--- src/rtl/isr_pkg.sv ---
/*
  Package of the instrument status reporting block: register selectors,
  field positions, reset values, command codes and carrier structs.
  Assumes a command decoder outside that issues one command per cycle.
*/
package isr_pkg;

  // ---------------------------------------------------------------
  // Register part selectors for queries and writes
  // ---------------------------------------------------------------
  localparam logic [4:0] SEL_STB = 5'h00;
  localparam logic [4:0] SEL_ESR = 5'h01;
  localparam logic [4:0] SEL_SRE = 5'h02;
  localparam logic [4:0] SEL_ESE = 5'h03;
  localparam logic [4:0] SEL_PPE = 5'h04;
  localparam logic [4:0] SEL_OPER_BASE = 5'h08;
  localparam logic [4:0] SEL_QUES_BASE = 5'h0C;
  localparam logic [4:0] SEL_QREF_BASE = 5'h10;
  localparam logic [4:0] SEL_QLIM_BASE = 5'h14;
  localparam logic [4:0] SEL_QOVL_BASE = 5'h18;
  // Part index within a group (low two bits of the selector).
  localparam logic [1:0] PART_COND = 2'h0;
  localparam logic [1:0] PART_EVENT = 2'h1;
  localparam logic [1:0] PART_ENABLE = 2'h2;
  localparam logic [1:0] PART_FILT = 2'h3; // Write: rise filter; read: rise filter.
  localparam logic [4:0] SEL_FALL_OFS = 5'h1C; // Plus group index for falling filters.

  // ---------------------------------------------------------------
  // Field positions
  // ---------------------------------------------------------------
  localparam int QREF_EXT_BIT = 8;
  localparam int QLIM_L1_BIT = 0;
  localparam int QLIM_L2_BIT = 1;
  localparam int QOVL_IF_BIT = 2;
  localparam int QUESTIONABLE_LIMIT_STATUS_BIT = 9;
  localparam int QUES_REF_BIT = 5;
  localparam int QUES_OVL_BIT = 3;
  localparam int STB_ERRQ_BIT = 2;
  localparam int STB_QUES_BIT = 3;
  localparam int STB_MAV_BIT = 4;
  localparam int STB_ESB_BIT = 5;
  localparam int STB_RQS_BIT = 6;
  localparam int STB_OPER_BIT = 7;
  localparam int ESR_OPC_BIT = 0;
  localparam logic [15:0] QREF_USED = 16'h0100;
  localparam logic [15:0] QLIM_USED = 16'h0003;
  localparam logic [15:0] QOVL_USED = 16'h0004;
  localparam logic [15:0] REG15_MASK = 16'h7FFF;
  localparam logic [7:0] SRQ_SOURCES = 8'hBC;

  // ---------------------------------------------------------------
  // Reset and preset values
  // ---------------------------------------------------------------
  localparam logic [15:0] RISE_PRESET = 16'hFFFF;
  localparam logic [15:0] FALL_PRESET = 16'h0000;
  localparam logic [15:0] EN_PRESET_OQ = 16'h0000;
  localparam logic [15:0] EN_PRESET_SUB = 16'hFFFF;
  localparam logic [7:0] BYTE_CLEAR = 8'h00;
  localparam int ERRQ_DEPTH = 8;
  localparam logic [15:0] ERR_NONE = 16'h0000;
  localparam logic [15:0] ERR_OVERFLOW = 16'hFEF2; // Queue overflow, -270.

  // ---------------------------------------------------------------
  // Commands
  // ---------------------------------------------------------------
  typedef enum logic [2:0] {
    CMD_NONE = 3'h0,
    CMD_WRITE = 3'h1,
    CMD_READ = 3'h2,
    CMD_CLS = 3'h3,
    CMD_PRESET = 3'h4,
    CMD_ERRQ = 3'h5,
    CMD_DCL = 3'h6,
    CMD_POWERON = 3'h7
  } isr_cmd_t;

  typedef struct packed {
    isr_cmd_t cmd;
    logic [4:0] sel;
    logic [15:0] wdata;
    logic psc;        // Power-on status clear setting.
    logic first_cmd;  // First command after a message terminator.
  } isr_req_t;

  typedef struct packed {
    logic valid;
    logic [15:0] data;
  } isr_rsp_t;

  typedef struct packed {
    logic ext_ref;
    logic lim1_fail;
    logic lim2_fail;
    logic if_overload;
  } isr_cond_t;

endpackage

--- src/rtl/isr_status.sv ---
/*
  Status reporting block: questionable sub-registers, summary chain,
  status byte with service request, serial poll, queries, error queue
  and the reset events. Assumes a synchronous command decoder on clk
  and condition pins from other clock domains; oper_cond and ques_cond_in on clk.
  Limitations: the overload group has no addressable falling filter,
  and the error queue keeps only numeric codes, not message text.
  Instrument settings live elsewhere; nothing here alters them.
*/
`timescale 1ns/1ps
`default_nettype none
module isr_status
  import isr_pkg::*;
(
  input wire logic clk,              // 100 MHz clock.
  input wire logic resetn,           // Synchronous reset, active low.
  input wire isr_cond_t cond_in,     // Raw condition levels from pins.
  input wire logic [15:0] oper_cond, // Operation conditions, same domain.
  input wire logic [15:0] ques_cond_in, // Other questionable conditions.
  input wire logic [7:0] esr_set,    // Standard event pulses.
  input wire logic err_push,         // One-cycle pulse: error state.
  input wire logic [15:0] err_code,  // Code of that error.
  input wire logic out_avail,        // Output buffer holds data.
  input wire isr_req_t req,          // Command from the decoder.
  input wire logic poll_req,         // Serial poll interface message.
  output isr_rsp_t rsp,              // Query answer.
  output logic [7:0] poll_byte,      // Serial poll answer.
  output logic poll_valid,           // Serial poll answer valid.
  output logic srq,                  // Service request.
  output logic overload_display_indicator, // Overload shown on display.
  output logic clr_out_buf,          // Pulse: clear output buffer.
  output logic clr_in_proc           // Pulse: clear input and parsing.
);

  // ---------------------------------------------------------------
  // State
  // ---------------------------------------------------------------
  typedef struct packed {
    logic [15:0] cond;
    logic [15:0] event_r;
    logic [15:0] enable;
    logic [15:0] rise;
    logic [15:0] fall;
  } isr_grp_t;

  typedef struct packed {
    logic [1:0][3:0] sync;     // Two-stage synchroniser per pin input.
    isr_grp_t [4:0] grp;       // 0 oper, 1 ques, 2 ref, 3 lim, 4 ovl.
    logic [7:0] esr;
    logic [7:0] ese;
    logic [7:0] sre;
    logic [7:0] ppe;
    logic [ERRQ_DEPTH-1:0][15:0] errq;
    logic [3:0] errq_cnt;
    isr_rsp_t rsp;
    logic [7:0] poll_byte;
    logic poll_valid;
    logic srq;
    logic ovl_ind;
    logic clr_out;
    logic clr_in;
  } isr_state_t;

  // One register for the whole state keeps reset and update in one
  // place; s_d is its next value.
  isr_state_t s_q, s_d;

  // ---------------------------------------------------------------
  // Helper functions
  // ---------------------------------------------------------------
  // Mask of bits that carry a function in each group.
  function automatic logic [15:0] used_mask(input int g);
    case (g)
      2: used_mask = QREF_USED;
      3: used_mask = QLIM_USED;
      4: used_mask = QOVL_USED;
      default: used_mask = REG15_MASK;
    endcase
  endfunction

  // Default enable value after a status preset.
  function automatic logic [15:0] en_preset(input int g);
    en_preset = (g < 2) ? EN_PRESET_OQ : (EN_PRESET_SUB & used_mask(g));
  endfunction

  // Summary of one group: any event bit whose enable bit is set.
  // A plain OR of the masked bits, so a summary falls again as soon as
  // the event part is read or cleared.
  function automatic logic grp_sum(input isr_grp_t g);
    grp_sum = |(g.event_r & g.enable);
  endfunction

  // ---------------------------------------------------------------
  // Next state
  // ---------------------------------------------------------------
  always_comb begin
    logic [15:0] newc [5];
    logic [7:0] stb;
    logic [2:0] gi;
    logic [1:0] pi;
    newc = '{default: 16'h0000};
    stb = 8'h00;
    gi = 3'h0;
    pi = 2'h0;
    // Start from the held state; strobes below default to idle so that
    // each answer and clear pulse lasts exactly one cycle.
    s_d = s_q;
    s_d.rsp.valid = 1'b0;
    s_d.poll_valid = 1'b0;
    s_d.clr_out = 1'b0;
    s_d.clr_in = 1'b0;
    gi = 3'(req.sel[4:2] - 3'h2);
    pi = req.sel[1:0];
    // Pin levels pass two flops; only the second stage is used.
    // The first stage may still be settling, so no logic reads it; the
    // price is two cycles of latency on every condition pin.
    s_d.sync[0] = {cond_in.ext_ref, cond_in.lim1_fail, cond_in.lim2_fail,
                   cond_in.if_overload};
    s_d.sync[1] = s_q.sync[0];
    newc[2] = '0;
    newc[2][QREF_EXT_BIT] = s_q.sync[1][3];
    newc[3] = '0;
    newc[3][QLIM_L1_BIT] = s_q.sync[1][2];
    newc[3][QLIM_L2_BIT] = s_q.sync[1][1];
    newc[4] = '0;
    newc[4][QOVL_IF_BIT] = s_q.sync[1][0];
    s_d.ovl_ind = s_q.sync[1][0];
    // Operation conditions come from logic on this clock, so they need no
    // synchroniser; bit 15 is forced low.
    newc[0] = oper_cond & REG15_MASK;
    // Sub-register summaries feed the questionable conditions.
    newc[1] = ques_cond_in & REG15_MASK;
    newc[1][QUES_REF_BIT] = grp_sum(s_q.grp[2]);
    newc[1][QUESTIONABLE_LIMIT_STATUS_BIT] = grp_sum(s_q.grp[3]);
    newc[1][QUES_OVL_BIT] = grp_sum(s_q.grp[4]);
    // Transition filters set event bits; setting wins over a read-clear.
    // Unused bits are masked here so they can never reach a summary.
    for (int g = 0; g < 5; g++) begin
      s_d.grp[g].cond = newc[g] & used_mask(g);
      s_d.grp[g].event_r = s_q.grp[g].event_r
        | ((newc[g] & ~s_q.grp[g].cond & s_q.grp[g].rise)
        | (~newc[g] & s_q.grp[g].cond & s_q.grp[g].fall)) & used_mask(g);
    end
    // The status byte is assembled from the summaries each cycle.
    // Bit 6 takes the next service request value, so a poll sees the
    // request together with the bit that raised it.
    stb[STB_ERRQ_BIT] = (s_q.errq_cnt != 4'h0);
    stb[STB_QUES_BIT] = grp_sum(s_q.grp[1]);
    stb[STB_MAV_BIT] = out_avail;
    stb[STB_ESB_BIT] = |(s_q.esr & s_q.ese);
    stb[STB_OPER_BIT] = grp_sum(s_q.grp[0]);
    s_d.srq = |(stb & s_q.sre & SRQ_SOURCES);
    stb[STB_RQS_BIT] = s_d.srq;
    s_d.esr = s_q.esr | esr_set;
    // Serial poll is answered straight from the byte, no parsing.
    if (poll_req) begin
      s_d.poll_byte = stb;
      s_d.poll_valid = 1'b1;
    end
    // Error entries append; when full the last slot marks overflow.
    // Later errors are dropped so that the oldest causes survive, which
    // are usually the ones that explain the rest.
    if (err_push) begin
      if (s_q.errq_cnt < 4'(ERRQ_DEPTH - 1)) begin
        s_d.errq[s_q.errq_cnt[2:0]] = err_code;
        s_d.errq_cnt = s_q.errq_cnt + 4'h1;
      end else if (s_q.errq_cnt == 4'(ERRQ_DEPTH - 1)) begin
        s_d.errq[s_q.errq_cnt[2:0]] = ERR_OVERFLOW;
        s_d.errq_cnt = s_q.errq_cnt + 4'h1;
      end
    end
    // A new program message throws away unread answers.
    // This clear runs beside the command itself, whatever it is.
    if (req.first_cmd && req.cmd != CMD_NONE) begin
      s_d.clr_out = 1'b1;
    end
    // Command handling; none of these touch instrument settings.
    unique case (req.cmd)
      CMD_NONE: begin
      end
      CMD_WRITE: begin
        // Read-only and unmapped selectors fall through and are ignored.
        if (req.sel == SEL_SRE) begin
          s_d.sre = req.wdata[7:0];
        end else if (req.sel == SEL_ESE) begin
          s_d.ese = req.wdata[7:0];
        end else if (req.sel == SEL_PPE) begin
          s_d.ppe = req.wdata[7:0];
        end else if (req.sel >= SEL_FALL_OFS) begin
          // Only groups 0 to 3 fit in the falling-filter window.
          s_d.grp[req.sel[1:0]].fall = req.wdata & used_mask(int'(req.sel[1:0]));
        end else if (req.sel >= SEL_OPER_BASE && pi == PART_ENABLE) begin
          s_d.grp[gi].enable = req.wdata & used_mask(int'(gi));
        end else if (req.sel >= SEL_OPER_BASE && pi == PART_FILT) begin
          s_d.grp[gi].rise = req.wdata & used_mask(int'(gi));
        end
      end
      CMD_READ: begin
        // Unmapped selectors still answer, with a value of zero.
        s_d.rsp.valid = 1'b1;
        s_d.rsp.data = ERR_NONE;
        if (req.sel == SEL_STB) begin
          s_d.rsp.data = {8'h00, stb};
        end else if (req.sel == SEL_ESR) begin
          s_d.rsp.data = {8'h00, s_q.esr};
          s_d.esr = esr_set;
        end else if (req.sel == SEL_SRE) begin
          s_d.rsp.data = {8'h00, s_q.sre};
        end else if (req.sel == SEL_ESE) begin
          s_d.rsp.data = {8'h00, s_q.ese};
        end else if (req.sel == SEL_PPE) begin
          s_d.rsp.data = {8'h00, s_q.ppe};
        end else if (req.sel >= SEL_FALL_OFS) begin
          s_d.rsp.data = s_q.grp[req.sel[1:0]].fall;
        end else if (req.sel >= SEL_OPER_BASE) begin
          unique case (pi)
            PART_COND: s_d.rsp.data = s_q.grp[gi].cond;
            PART_EVENT: begin
              s_d.rsp.data = s_q.grp[gi].event_r;
              s_d.grp[gi].event_r = s_d.grp[gi].event_r & ~s_q.grp[gi].event_r;
            end
            PART_ENABLE: s_d.rsp.data = s_q.grp[gi].enable;
            PART_FILT: s_d.rsp.data = s_q.grp[gi].rise;
          endcase
        end
      end
      CMD_ERRQ: begin
        // The oldest entry leaves first; a push in the same cycle lands
        // behind the shifted entries; with 7 or 8 queued it becomes the overflow mark or is dropped.
        s_d.rsp.valid = 1'b1;
        s_d.rsp.data = (s_q.errq_cnt == 4'h0) ? ERR_NONE : s_q.errq[0];
        if (s_q.errq_cnt != 4'h0) begin
          for (int i = 0; i < ERRQ_DEPTH - 1; i++) begin
            s_d.errq[i] = s_d.errq[i + 1];
          end
          s_d.errq_cnt = s_d.errq_cnt - 4'h1;
        end
      end
      CMD_CLS: begin
        // Clear wins only over old contents: an event or error arriving in
        // this very cycle is kept, so nothing is lost across the clear.
        s_d.esr = esr_set;
        s_d.errq_cnt = {3'h0, err_push};
        s_d.errq[0] = err_code;
        for (int g = 0; g < 5; g++) begin
          s_d.grp[g].event_r = s_d.grp[g].event_r & ~s_q.grp[g].event_r;
        end
      end
      CMD_PRESET: begin
        // Filters and enables only; events and the queue are untouched,
        // so a pending cause stays in its event part, though the zeroed oper and ques enables drop it from the status byte.
        for (int g = 0; g < 5; g++) begin
          s_d.grp[g].rise = RISE_PRESET & used_mask(g);
          s_d.grp[g].fall = FALL_PRESET;
          s_d.grp[g].enable = en_preset(g);
        end
      end
      CMD_DCL: begin
        // Only the buffers and the parser restart; all status stays, so
        // the controller can still find out what went wrong.
        s_d.clr_out = 1'b1;
        s_d.clr_in = 1'b1;
      end
      CMD_POWERON: begin
        // The queue and buffers always clear; the status parts only when
        // the power-on status clear setting asks for it.
        s_d.errq_cnt = 4'h0;
        s_d.clr_out = 1'b1;
        s_d.clr_in = 1'b1;
        if (req.psc) begin
          s_d.esr = BYTE_CLEAR;
          s_d.sre = BYTE_CLEAR;
          s_d.ese = BYTE_CLEAR;
          s_d.ppe = BYTE_CLEAR;
          s_d.srq = 1'b0;
          for (int g = 0; g < 5; g++) begin
            s_d.grp[g].event_r = s_d.grp[g].event_r & ~s_q.grp[g].event_r;
            s_d.grp[g].enable = en_preset(g);
            s_d.grp[g].rise = RISE_PRESET & used_mask(g);
            s_d.grp[g].fall = FALL_PRESET;
          end
        end
      end
    endcase
  end

  // ---------------------------------------------------------------
  // Registers
  // ---------------------------------------------------------------
  // Reset acts like a power-up with the status clear setting at 1.
  // Only constants are loaded here; the clear pulses are held high
  // through reset so the buffers outside start empty as well.
  always_ff @(posedge clk) begin
    if (!resetn) begin
      s_q <= '0;
      for (int g = 0; g < 5; g++) begin
        s_q.grp[g].rise <= RISE_PRESET & used_mask(g);
        s_q.grp[g].enable <= en_preset(g);
      end
      s_q.clr_out <= 1'b1;
      s_q.clr_in <= 1'b1;
    end else begin
      s_q <= s_d;
    end
  end

  // ---------------------------------------------------------------
  // Outputs
  // ---------------------------------------------------------------
  // Outputs come straight from the state flops.
  assign rsp = s_q.rsp;
  assign poll_byte = s_q.poll_byte;
  assign poll_valid = s_q.poll_valid;
  assign srq = s_q.srq;
  assign overload_display_indicator = s_q.ovl_ind;
  assign clr_out_buf = s_q.clr_out;
  assign clr_in_proc = s_q.clr_in;

endmodule
`default_nettype wire

--- config.mk ---
export PLATFORM = sky130hd
export DESIGN_NAME = isr_status
export DESIGN_NICKNAME = d
export VERILOG_FILES = /design/src/rtl/isr_pkg.sv /design/src/rtl/isr_status.sv
export SDC_FILE = /design/constraint.sdc
export NUM_CORES = 1
export LEC_CHECK = 0
export BUFFER_PORTS_ARGS = -buffer_cell sky130_fd_sc_hd__buf_2
export CAP_MARGIN = 25
export CORE_MARGIN = 5
export CORE_UTILIZATION = 40
export DETAILED_ROUTE_END_ITERATION = 12
export HOLD_SLACK_MARGIN = 0.12
export PLACE_DENSITY_LB_ADDON = 0.12
export SYNTH_ARGS = -nofsm -noshare
export SYNTH_HDL_FRONTEND = slang
export SYNTH_SLANG_ARGS = --single-unit
--- constraint.sdc ---
create_clock -name clk -period 3.11 [get_ports clk]
set_input_delay 0.1555 -clock clk [delete_from_list [all_inputs] [get_ports clk]]
set_output_delay 0.1555 -clock clk [all_outputs]
set_load 0.02 [all_outputs]
### After elaboration in Yosys (flattened, before gate mapping)

Index checks and enable logic that the tools add are counted.

* flip-flop bits (word level): 600
* input port bits: 91
* output and inout bits: 30
* logic and storage cells: 294

* $add $sub $neg: 3
* magnitude comparators: 9
* eq/ne operators: 34
* muxes and demuxes: 106
* bitwise operators: 67
* reductions and logical operators: 27

Operators by type and width (count)
* two-way mux 400 bit: 13
* bitwise mux 400 bit: 4
* case mux 48 bit (4 select lines): 5
* demux 80 bit (select 3 bit): 3
* binary-select mux 80 bit (select 3 bit): 2
* two-way mux 16 bit: 29
* two-way mux 408 bit: 1
* two-way mux 132 bit: 3
* two-way mux 64 bit: 6
* case mux 16 bit (4 select lines): 6
* bitwise AND 16 bit: 14
* two-way mux 96 bit: 2
* case mux 16 bit (2 select lines): 6
* binary-select mux 80 bit (select 2 bit): 1
* demux 80 bit (select 2 bit): 1
* bitwise mux 128 bit: 1
* bitwise AND 15 bit: 8
* two-way mux 116 bit: 1
* inverter 16 bit: 6
* OR 96 bit: 1
* two-way mux 80 bit: 1
* OR reduction 16 bit: 5
* inverter 15 bit: 4
* two-way mux 8 bit: 7
* other kinds (66): 116

### Depth between registers and ports, before layout

Gate-level depths: netlist of run 1.

* word-level depth: 20
* gate-level depth with buffers: 15

### Least setup slack after synthesis of run 1

No wires, ideal clock.

* kind: input port to flip-flop
* start point: input req[21] (netlist name)
* end point: register s_q[393] (netlist name)
* data arrival time: 3.110 ns
* slack: -0.118 ns
* stages on the path: 12
* buffers on the path: 4
* cell sequence: buf_2 buf_2 buf_2 inv_1 ha_1 nand2b_1 a2111oi_0 o211ai_2 nor4_4 a21oi_2 buf_2 a32o_1

* word-level cells in the longest chain between the ends: 17
* elaborated cells between the ends (all ways): 58
* those cells by class: add/sub: 1; order compare: 4; eq/ne: 18; mux: 29; bitwise: 1; reduce/logical: 5

RTL lines
* from (decl): RTL line isr_status.sv:24 `input wire isr_req_t req,`
* subtractor 3 x 2 -> 3 bit: RTL line isr_status.sv:112 `gi = 3'(req.sel[4:2] - 3'h2);`
* equality test 3 bit / equality test 3 x 2 -> 1 bit (equally long branches): RTL line isr_status.sv:73 `case (g)`
* case mux 15 bit (3 select lines): RTL line isr_status.sv:73
* two-way mux 16 bit: RTL line isr_status.sv:192 `end else if (req.sel >= SEL_OPER_BASE && pi == PART_ENABLE) begin`
* two-way mux 16 bit: RTL line isr_status.sv:189 `end else if (req.sel >= SEL_FALL_OFS) begin`
* two-way mux 16 bit: RTL line isr_status.sv:187 `end else if (req.sel == SEL_PPE) begin`
* two-way mux 16 bit: RTL line isr_status.sv:185 `end else if (req.sel == SEL_ESE) begin`
* two-way mux 16 bit: RTL line isr_status.sv:183 `if (req.sel == SEL_SRE) begin`
* two-way mux 16 bit: RTL line isr_status.sv:178 `unique case (req.cmd)`
* bitwise AND 16 bit: RTL line isr_status.sv:193 `s_d.grp[gi].enable = req.wdata & used_mask(int'(gi));`
* bitwise mux 400 bit: RTL line isr_status.sv:193
* two-way mux 400 bit: RTL line isr_status.sv:192
* two-way mux 400 bit: RTL line isr_status.sv:189
* two-way mux 400 bit: RTL line isr_status.sv:187
* two-way mux 400 bit: RTL line isr_status.sv:185
* two-way mux 400 bit: RTL line isr_status.sv:183
* case mux 48 bit (4 select lines): RTL line isr_status.sv:178
* to (decl): RTL line isr_status.sv:66 `isr_state_t s_q, s_d;`

Parallel ways exist; a longest one is shown, timed or not. The select of a mux whose other input is x is not followed.
A chain may end at the register's enable or synchronous reset.

### Worst setup path in the final report of run 1

* start point: register s_q[416] (netlist name)
* end point: register s_q[567] (netlist name)

* word-level cells in the longest chain between the ends: 20
* elaborated cells between the ends (all ways): 22
* those cells by class: mux: 12; bitwise: 9; reduce/logical: 1

RTL lines
* bitwise AND 16 bit *: RTL line isr_status.sv:90 `grp_sum = |(g.event_r & g.enable);`
* OR reduction 16 bit *: RTL line isr_status.sv:90
* inverter 15 bit: RTL line isr_status.sv:142 `| (~newc[g] & s_q.grp[g].cond & s_q.grp[g].fall)) & used_mask(g);`
* bitwise AND 15 bit (2 in series): RTL line isr_status.sv:142
* OR 15 bit *: RTL line isr_status.sv:142
* OR 16 x 15 -> 16 bit *: RTL line isr_status.sv:141 `| ((newc[g] & ~s_q.grp[g].cond & s_q.grp[g].rise)`
* binary-select mux 80 bit (select 3 bit) *: RTL line isr_status.sv:220 `s_d.grp[gi].event_r = s_d.grp[gi].event_r & ~s_q.grp[gi].event_r;`
* two-way mux 64 bit (not written as such) *: RTL line isr_status.sv:220
* [... 3 more ...]
* two-way mux 400 bit *: RTL line isr_status.sv:215 `end else if (req.sel >= SEL_OPER_BASE) begin`
* two-way mux 400 bit *: RTL line isr_status.sv:213 `end else if (req.sel >= SEL_FALL_OFS) begin`
* two-way mux 400 bit *: RTL line isr_status.sv:211 `end else if (req.sel == SEL_PPE) begin`
* two-way mux 400 bit *: RTL line isr_status.sv:209 `end else if (req.sel == SEL_ESE) begin`
* two-way mux 400 bit *: RTL line isr_status.sv:207 `end else if (req.sel == SEL_SRE) begin`
* two-way mux 400 bit *: RTL line isr_status.sv:204 `end else if (req.sel == SEL_ESR) begin`
* two-way mux 408 bit *: RTL line isr_status.sv:202 `if (req.sel == SEL_STB) begin`
* case mux 16 bit (4 select lines) *: RTL line isr_status.sv:178

Mark *: on every way between the ends. The rest lies on a longest branch, timed or not. The select of a mux whose other input is x is not followed.

==> results of run 1 <==
## metrics by stage
step	instance area, um2	hold slack, ns	util [%]	std cells	setup slack, ns
final	30350	0.2214	48.30	3918	0.2931
after global routing	30350	0.2663	48.30	3918	0.1674
after CTS	30350	0.1808	48.28	3917	0.3396
after detailed placement	27590	0.3646	43.89	3727	0.08794
after global placement	27560	0.3634	43.85	3724	0.03100
after floorplan	25270	0.2729	-	2820	0.05067
## registers in the layout, indices dropped and copies added (netlist names)
register / count
poll_valid: 1
srq: 1
poll_byte: 6
clr_out_buf: 1
s_q: 506
s_d: 5
overload_display_indicator: 1
rsp: 17
clr_in_proc: 1
## where the power goes
| group | switching [mW] | internal, mW | total [mW] |
|---|---|---|---|
| clock network | 3.09 | 4.08 | 7.16 |
| logic | 1.61 | 0.845 | 2.46 |
| registers | 0.275 | 7.13 | 7.41 |
| total | 4.98 | 12.1 | 17.0 |
## path summary, 6_finish.rpt
kind	startpoint	to	cells past startpoint
hold reg to reg	s_q[516]	s_q[516]	2
setup reg to reg	s_q[416]	s_q[567]	8
hold / removal	req[1]	s_q[243]	5
setup / recovery	s_q[416]	s_q[567]	8
## logic make-up (layout without fill, tap and decap cells)
| logic type | after synthesis | after routing | synth area share, % |
|---|---|---|---|
| other | 1 | 2 | 0.01485 |
| DFF | 539 | 539 | 42.72 |
| muxes | 165 | 165 | 9.180 |
| and+or+nand+nor | 909 | 909 | 16.93 |
| AOI/OAI and AO/OA | 877 | 877 | 25.40 |
| buffers and inverters | 318 | 570 | 5.306 |
| xor gates and xnor gates | 3 | 3 | 0.1041 |
| adders and majority gates | 7 | 7 | 0.3468 |
## synth_stat cells (all sizes together), types with 31 or more instances
master	instances
a211oi	31
a21oi	160
a221oi	42
a22o	78
a22oi	34
a32o	57
and2	87
and3	35
buf	89
clkbuf	165
dfxtp	539
inv	63
mux2	43
mux2i	73
mux4	49
nand2	264
nand3	58
nor2	295
nor3	59
o211ai	40
o21ai	122
o221ai	57
o22ai	63
o2bb2ai	77
## cells in the final DEF (no fill, tap or decap), drive strengths merged, types with 35 or more instances in the layout
cell / n
dfxtp: 539
buf: 316
nor2: 295
nand2: 264
a21oi: 160
o21ai: 122
and2: 87
clkbuf: 84
dlygate4sd3: 81
a22o: 78
o2bb2ai: 77
mux2i: 73
inv: 64
o22ai: 63
nor3: 59
nand3: 58
o221ai: 57
a32o: 57
mux4: 49
mux2: 43
a221oi: 42
o211ai: 40
and3: 35
## metal layers
| layer | track usage (%) | routed length, um |
|---|---|---|
| met5 | 0 | 8 |
| met3 | 9.121 | 12590 |
| met2 | 50.42 | 51230 |
| met4 | 12.77 | 5419 |
| met1 | 50.07 | 53510 |
## tightest hold or removal path: stages
cell,delay [ns]
buf_2,0.15
nand2b_1,0.21
a21oi_1,0.16
a211oi_1,0.05
nor2_1,0.08
## area by class of cell
type	instances	share of cell area, %
Clock buffer	84	5.775
Clock inverter	25	0.6513
Inverter	64	0.8079
Multi-Input combinational cell	1963	43.43
Sequential cell	539	35.55
Tap cell	846	3.487
Timing Repair Buffer	397	10.31
## what timing repair did
item,in CTS,in global routing
hold buffers,81,0
gates resized for setup,0,0
hold endpoints to repair,233,0
==> metrics.txt, run 1 <==
status=complete, no violations; vias in the first global route=22.89k; first-pass GRT wire length=172.3 mm; Post-Route WL=122.8 mm; crit-path max FO=4; Max VDD drop=0.4471 mV; I/O pin cnt=121; drt via density=6.318; #FFs+latches synth=539; vias post-DR=24.75k; Seq/Total Area, Yosys=42.72%; cell taking the most area after synthesis=dfxtp_1; fill count=6107; count of input and output buffers=112; Area Growth Syn to Fin=20.19%; worst-skew pair later-pin latency=0.64 ns; pin count of the biggest net entering global routing=117; clk root buf=clkbuf_16; layout cells sized above 1=17.74%; Max-slew headroom=21.67%; Final Max Slew Viols=0; FP Rows=92; final hold viol count=0; critical path data arrival time=3.39 ns; top cells by area, synth=dfxtp_1, nor2_1, mux4_2, nand2_1, a21oi_1; fraction of registers with async set/reset=0%; Num CTS Buffers=61; Critical Path End Type=flip-flop; power per cell area=561.1 nW/um2; cells after synthesis=2819; minimum clock period=2.817 ns; Setup Crit Path Kind=reg -> reg; max incr delay on CP=0.43 ns; Buf/Inv on CP=1; Worst setup SP type=flip-flop; CP most frequent cell=a22o_1; footprint of the multi-input gates=13180 um2; CTS Sinks=539; top-area cell type share of the netlist area=42.72%; Reg2Reg Setup Slack=0.29 ns; Post-CTS Setup Inserts=0; DRC errors left=0; count of different cell masters after synthesis=77; number of iterations in the first detailed-routing pass=6; Max Clock Skew=0.02207 ns; actual slew at the worst max-slew pin=1.163 ns; placed wire-length estimate=92.55 mm; endpoints failing setup=0; clk buf depth=3; die extent in y=261.3 um; Power, Total=17.03 mW; gpl congestion=1.032; CTS H-tree depth=2; Initial Util=40.18%; RSZ-0062 raised after global routing=no; Post-synth top flop=dfxtp_1; Post-synth EDFFs=0; Worst path top cell family by delay=compound AO/OA/AOI/OAI gates; Iter 0 DRT Violations=3130; post-DR wirelength/cell=31.33 um; Ys Warns=0; ANT nets after route=0; initial antenna violation count=3; Fin Setup TNS=0 ns; Hold WC Path Type=in -> reg; CTS clk-pin slew, worst paths=0.06 ns; final net count=3124; die width=261.3 um; fin crit share=90.58%; P_leak=11.47 nW; Core Area=62850 um2; Register Area=10790 um2; highest clock rate=0.3550 GHz; total track usage=34.84%; Slowest-stage cell, CP=a221oi_1; die area=68260 um2; # diodes=0; CTS tree=done; synthesized area per cell=8.959 um2; CP Cell Sequence=a22o_1 > a221oi_1 > buf_4 > and4_1 > mux2_2 > nor2_1 > a22o_1 > a32o_1; mapped cell area=25260 um2; endpoint required time on the critical path=3.69 ns; Max Cap Viol=0; grt total ovfl=0
Power figures use the tool's default switching activity.
==> inputs of run 2 (changes only) <==
==> constraint.sdc (replaced) <==
create_clock -name clk -period 3.5 [get_ports clk]
set_input_delay 0.175 -clock clk [delete_from_list [all_inputs] [get_ports clk]]
set_output_delay 0.175 -clock clk [all_outputs]
set_load 0.02 [all_outputs]
==> run 2 against run 1 <==
Sequential share of layout area up 0.37 points. Non-clock buffer count down 44. Sequential cell count unchanged. Clock-buffer cell count up 10. Global-route usage increased by 0.052 points. Sequential power is 11% lower. Core utilization decreased by 0.50 points. Clock skew increased by 0.0052 ns. Via count down 0.25%. Total power fell by 8.9%. Combinational power decreased by 14%. Wire length grew 0.48%. Critical path type is now in -> reg.
==> metrics.txt, run 2 (same netlist as run 1, synthesis figures left out) <==
CTS Sinks=539; Area Growth Syn to Fin=18.94%; final net count=3080; highest clock rate=0.3271 GHz; die area=68260 um2; minimum clock period=3.057 ns; pin count of the biggest net entering global routing=114; DRC errors left=0; vias post-DR=24.69k; min-delay src=req[21]; actual slew at the worst max-slew pin=1.152 ns; ANT nets after route=0; Setup WS pre-CTS=0.1095 ns; CP Cell Sequence=dlygate4sd3_1 > buf_2 > nor2_1 > nand2_1 > a2111oi_0 > o211ai_4 > a311oi_2 > buf_4 > o21ai_1 > a32o_1; Final Max Slew Viols=0; highest-count cells in the layout ignoring fill and taps=dfxtp_1, nor2_1, nand2_1, a21oi_1, buf_4; Reg2Reg Setup Slack=0.71 ns; Post-Route WL=123.3 mm; post-DR wirelength/cell=31.82 um; final hold viol count=0; Final Non-Filler Cells=3877; fin crit share=87.35%; CTS H-tree depth=2; placed wire-length estimate=92.82 mm; Max Clock Skew=0.02729 ns; first-pass GRT wire length=172.9 mm; Num CTS Buffers=61; CTS tree=done; worst setup margin=0.4428 ns; post-layout util=47.80%; Post-Layout Inst Area=30040 um2; placed cell area=27110 um2; Critical Path End Type=flip-flop; CP startpoint=req[24]; count of input and output buffers=112; dpl cells=3682; clk buf depth=3; power per cell area=516.5 nW/um2; Max-slew headroom=22.37%; cells on worst reg2reg path=7; CTS clk-pin slew, worst paths=0.06 ns; Hold WC Path Type=in -> reg; Reg-to-Reg End=s_q[487]; total track usage=34.90%; most common cell after layout, fill and taps aside=dfxtp_1; I/O pin cnt=121; Worst setup SP type=input pin; worst-skew pair later-pin latency=0.64 ns; layout cells sized above 1=16.37%; Iter 0 DRT Violations=3173; Top reg by flops=s_q; drt via density=6.368; Fin Setup TNS=0 ns; fill count=6091; grt total ovfl=0; Critical Path End=s_q[362]; max incr delay on CP=0.70 ns; CTS resizes=0; die width=261.3 um; number of iterations in the first detailed-routing pass=6; Initial Util=40.18%; critical path data arrival time=3.57 ns; max FFs per register=506; Core Area=62850 um2; Post-CTS Setup Inserts=0; RSZ-0062 raised after global routing=no; Max Cap Viol=0; P_leak=11.30 nW; clk root buf=clkbuf_16; status=complete, no violations; crit-path max FO=16; Max VDD drop=0.3723 mV; FP Rows=92; gpl congestion=1.013; vias in the first global route=22.83k; endpoints failing setup=0; FF-to-FF Start=s_q[400]; die extent in y=261.3 um; initial antenna violation count=4; Setup Crit Path Kind=in -> reg; Slowest-stage cell, CP=a2111oi_0; endpoint required time on the critical path=4.02 ns
## run 2: changes by cell type in the layout (fill, tap and decap cells not counted), sizes merged
cell / delta
buf: -44
bufinv: +5
clkbuf: +10
clkinv: -8
clkinvlp: -6
diode: +1
inv: +1
## run 2: repair_timing
| action | in CTS | in global routing |
|---|---|---|
| endpoints found under the hold margin | 212 | 0 |
| hold buffers | 81 | 0 |
| endpoints found under the setup margin | 0 | 0 |
## run 2: critical path: cells and delay by family
kind | cells | cell delay, ns
buffers and inverters | 3 | 0.93
AND/OR/NAND/NOR | 2 | 0.37
AO/OA/AOI/OAI | 5 | 2.09
## run 2: through the flow
| stage | hold WS [ns] | total power [mW] |
|---|---|---|
| floorplan | 0.2924 | 7.711 |
| global placement | 0.3797 | 8.661 |
| detailed placement | 0.3852 | 8.684 |
| CTS | 0.1206 | 15.52 |
| global route | 0.1342 | 15.92 |
| finish | 0.1700 | 15.52 |
## run 2: worst min path at each step
stage / endpoint / cells after the start
2_1_floorplan: s_q[186] / 2
4_1_cts: rsp[9] / 4
5_1_grt: rsp[9] / 4
3_3_place_gp: s_q[188] / 3
6_report: rsp[12] / 4
3_5_place_dp: s_q[188] / 3
## run 2: cell type report
cell class	count	area [um2]	share of cell area [%]
tap	846	1059	3.524
clock buffer	94	1843	6.135
timing repair buffer	353	2653	8.830
antenna	1	2.502	0.008330
multi-input combinational	1963	13180	43.88
sequential	539	10790	35.92
clock inverter	17	267.8	0.8913
inverter	64	245.2	0.8164
## run 2: metal layers
layer,track usage (%),routed length (um)
met5,0,25
met1,49.46,52980
met3,8.995,12660
met4,14.38,6201
met2,50.63,51480
## run 2: report_power, final
group / internal (mW) / switching, mW / leakage [nW]
clock: 4.11 / 2.69 / 1.04
sequential: 6.34 / 0.260 / 4.38
combinational: 0.700 / 1.41 / 5.88
total: 11.1 / 4.37 / 11.3
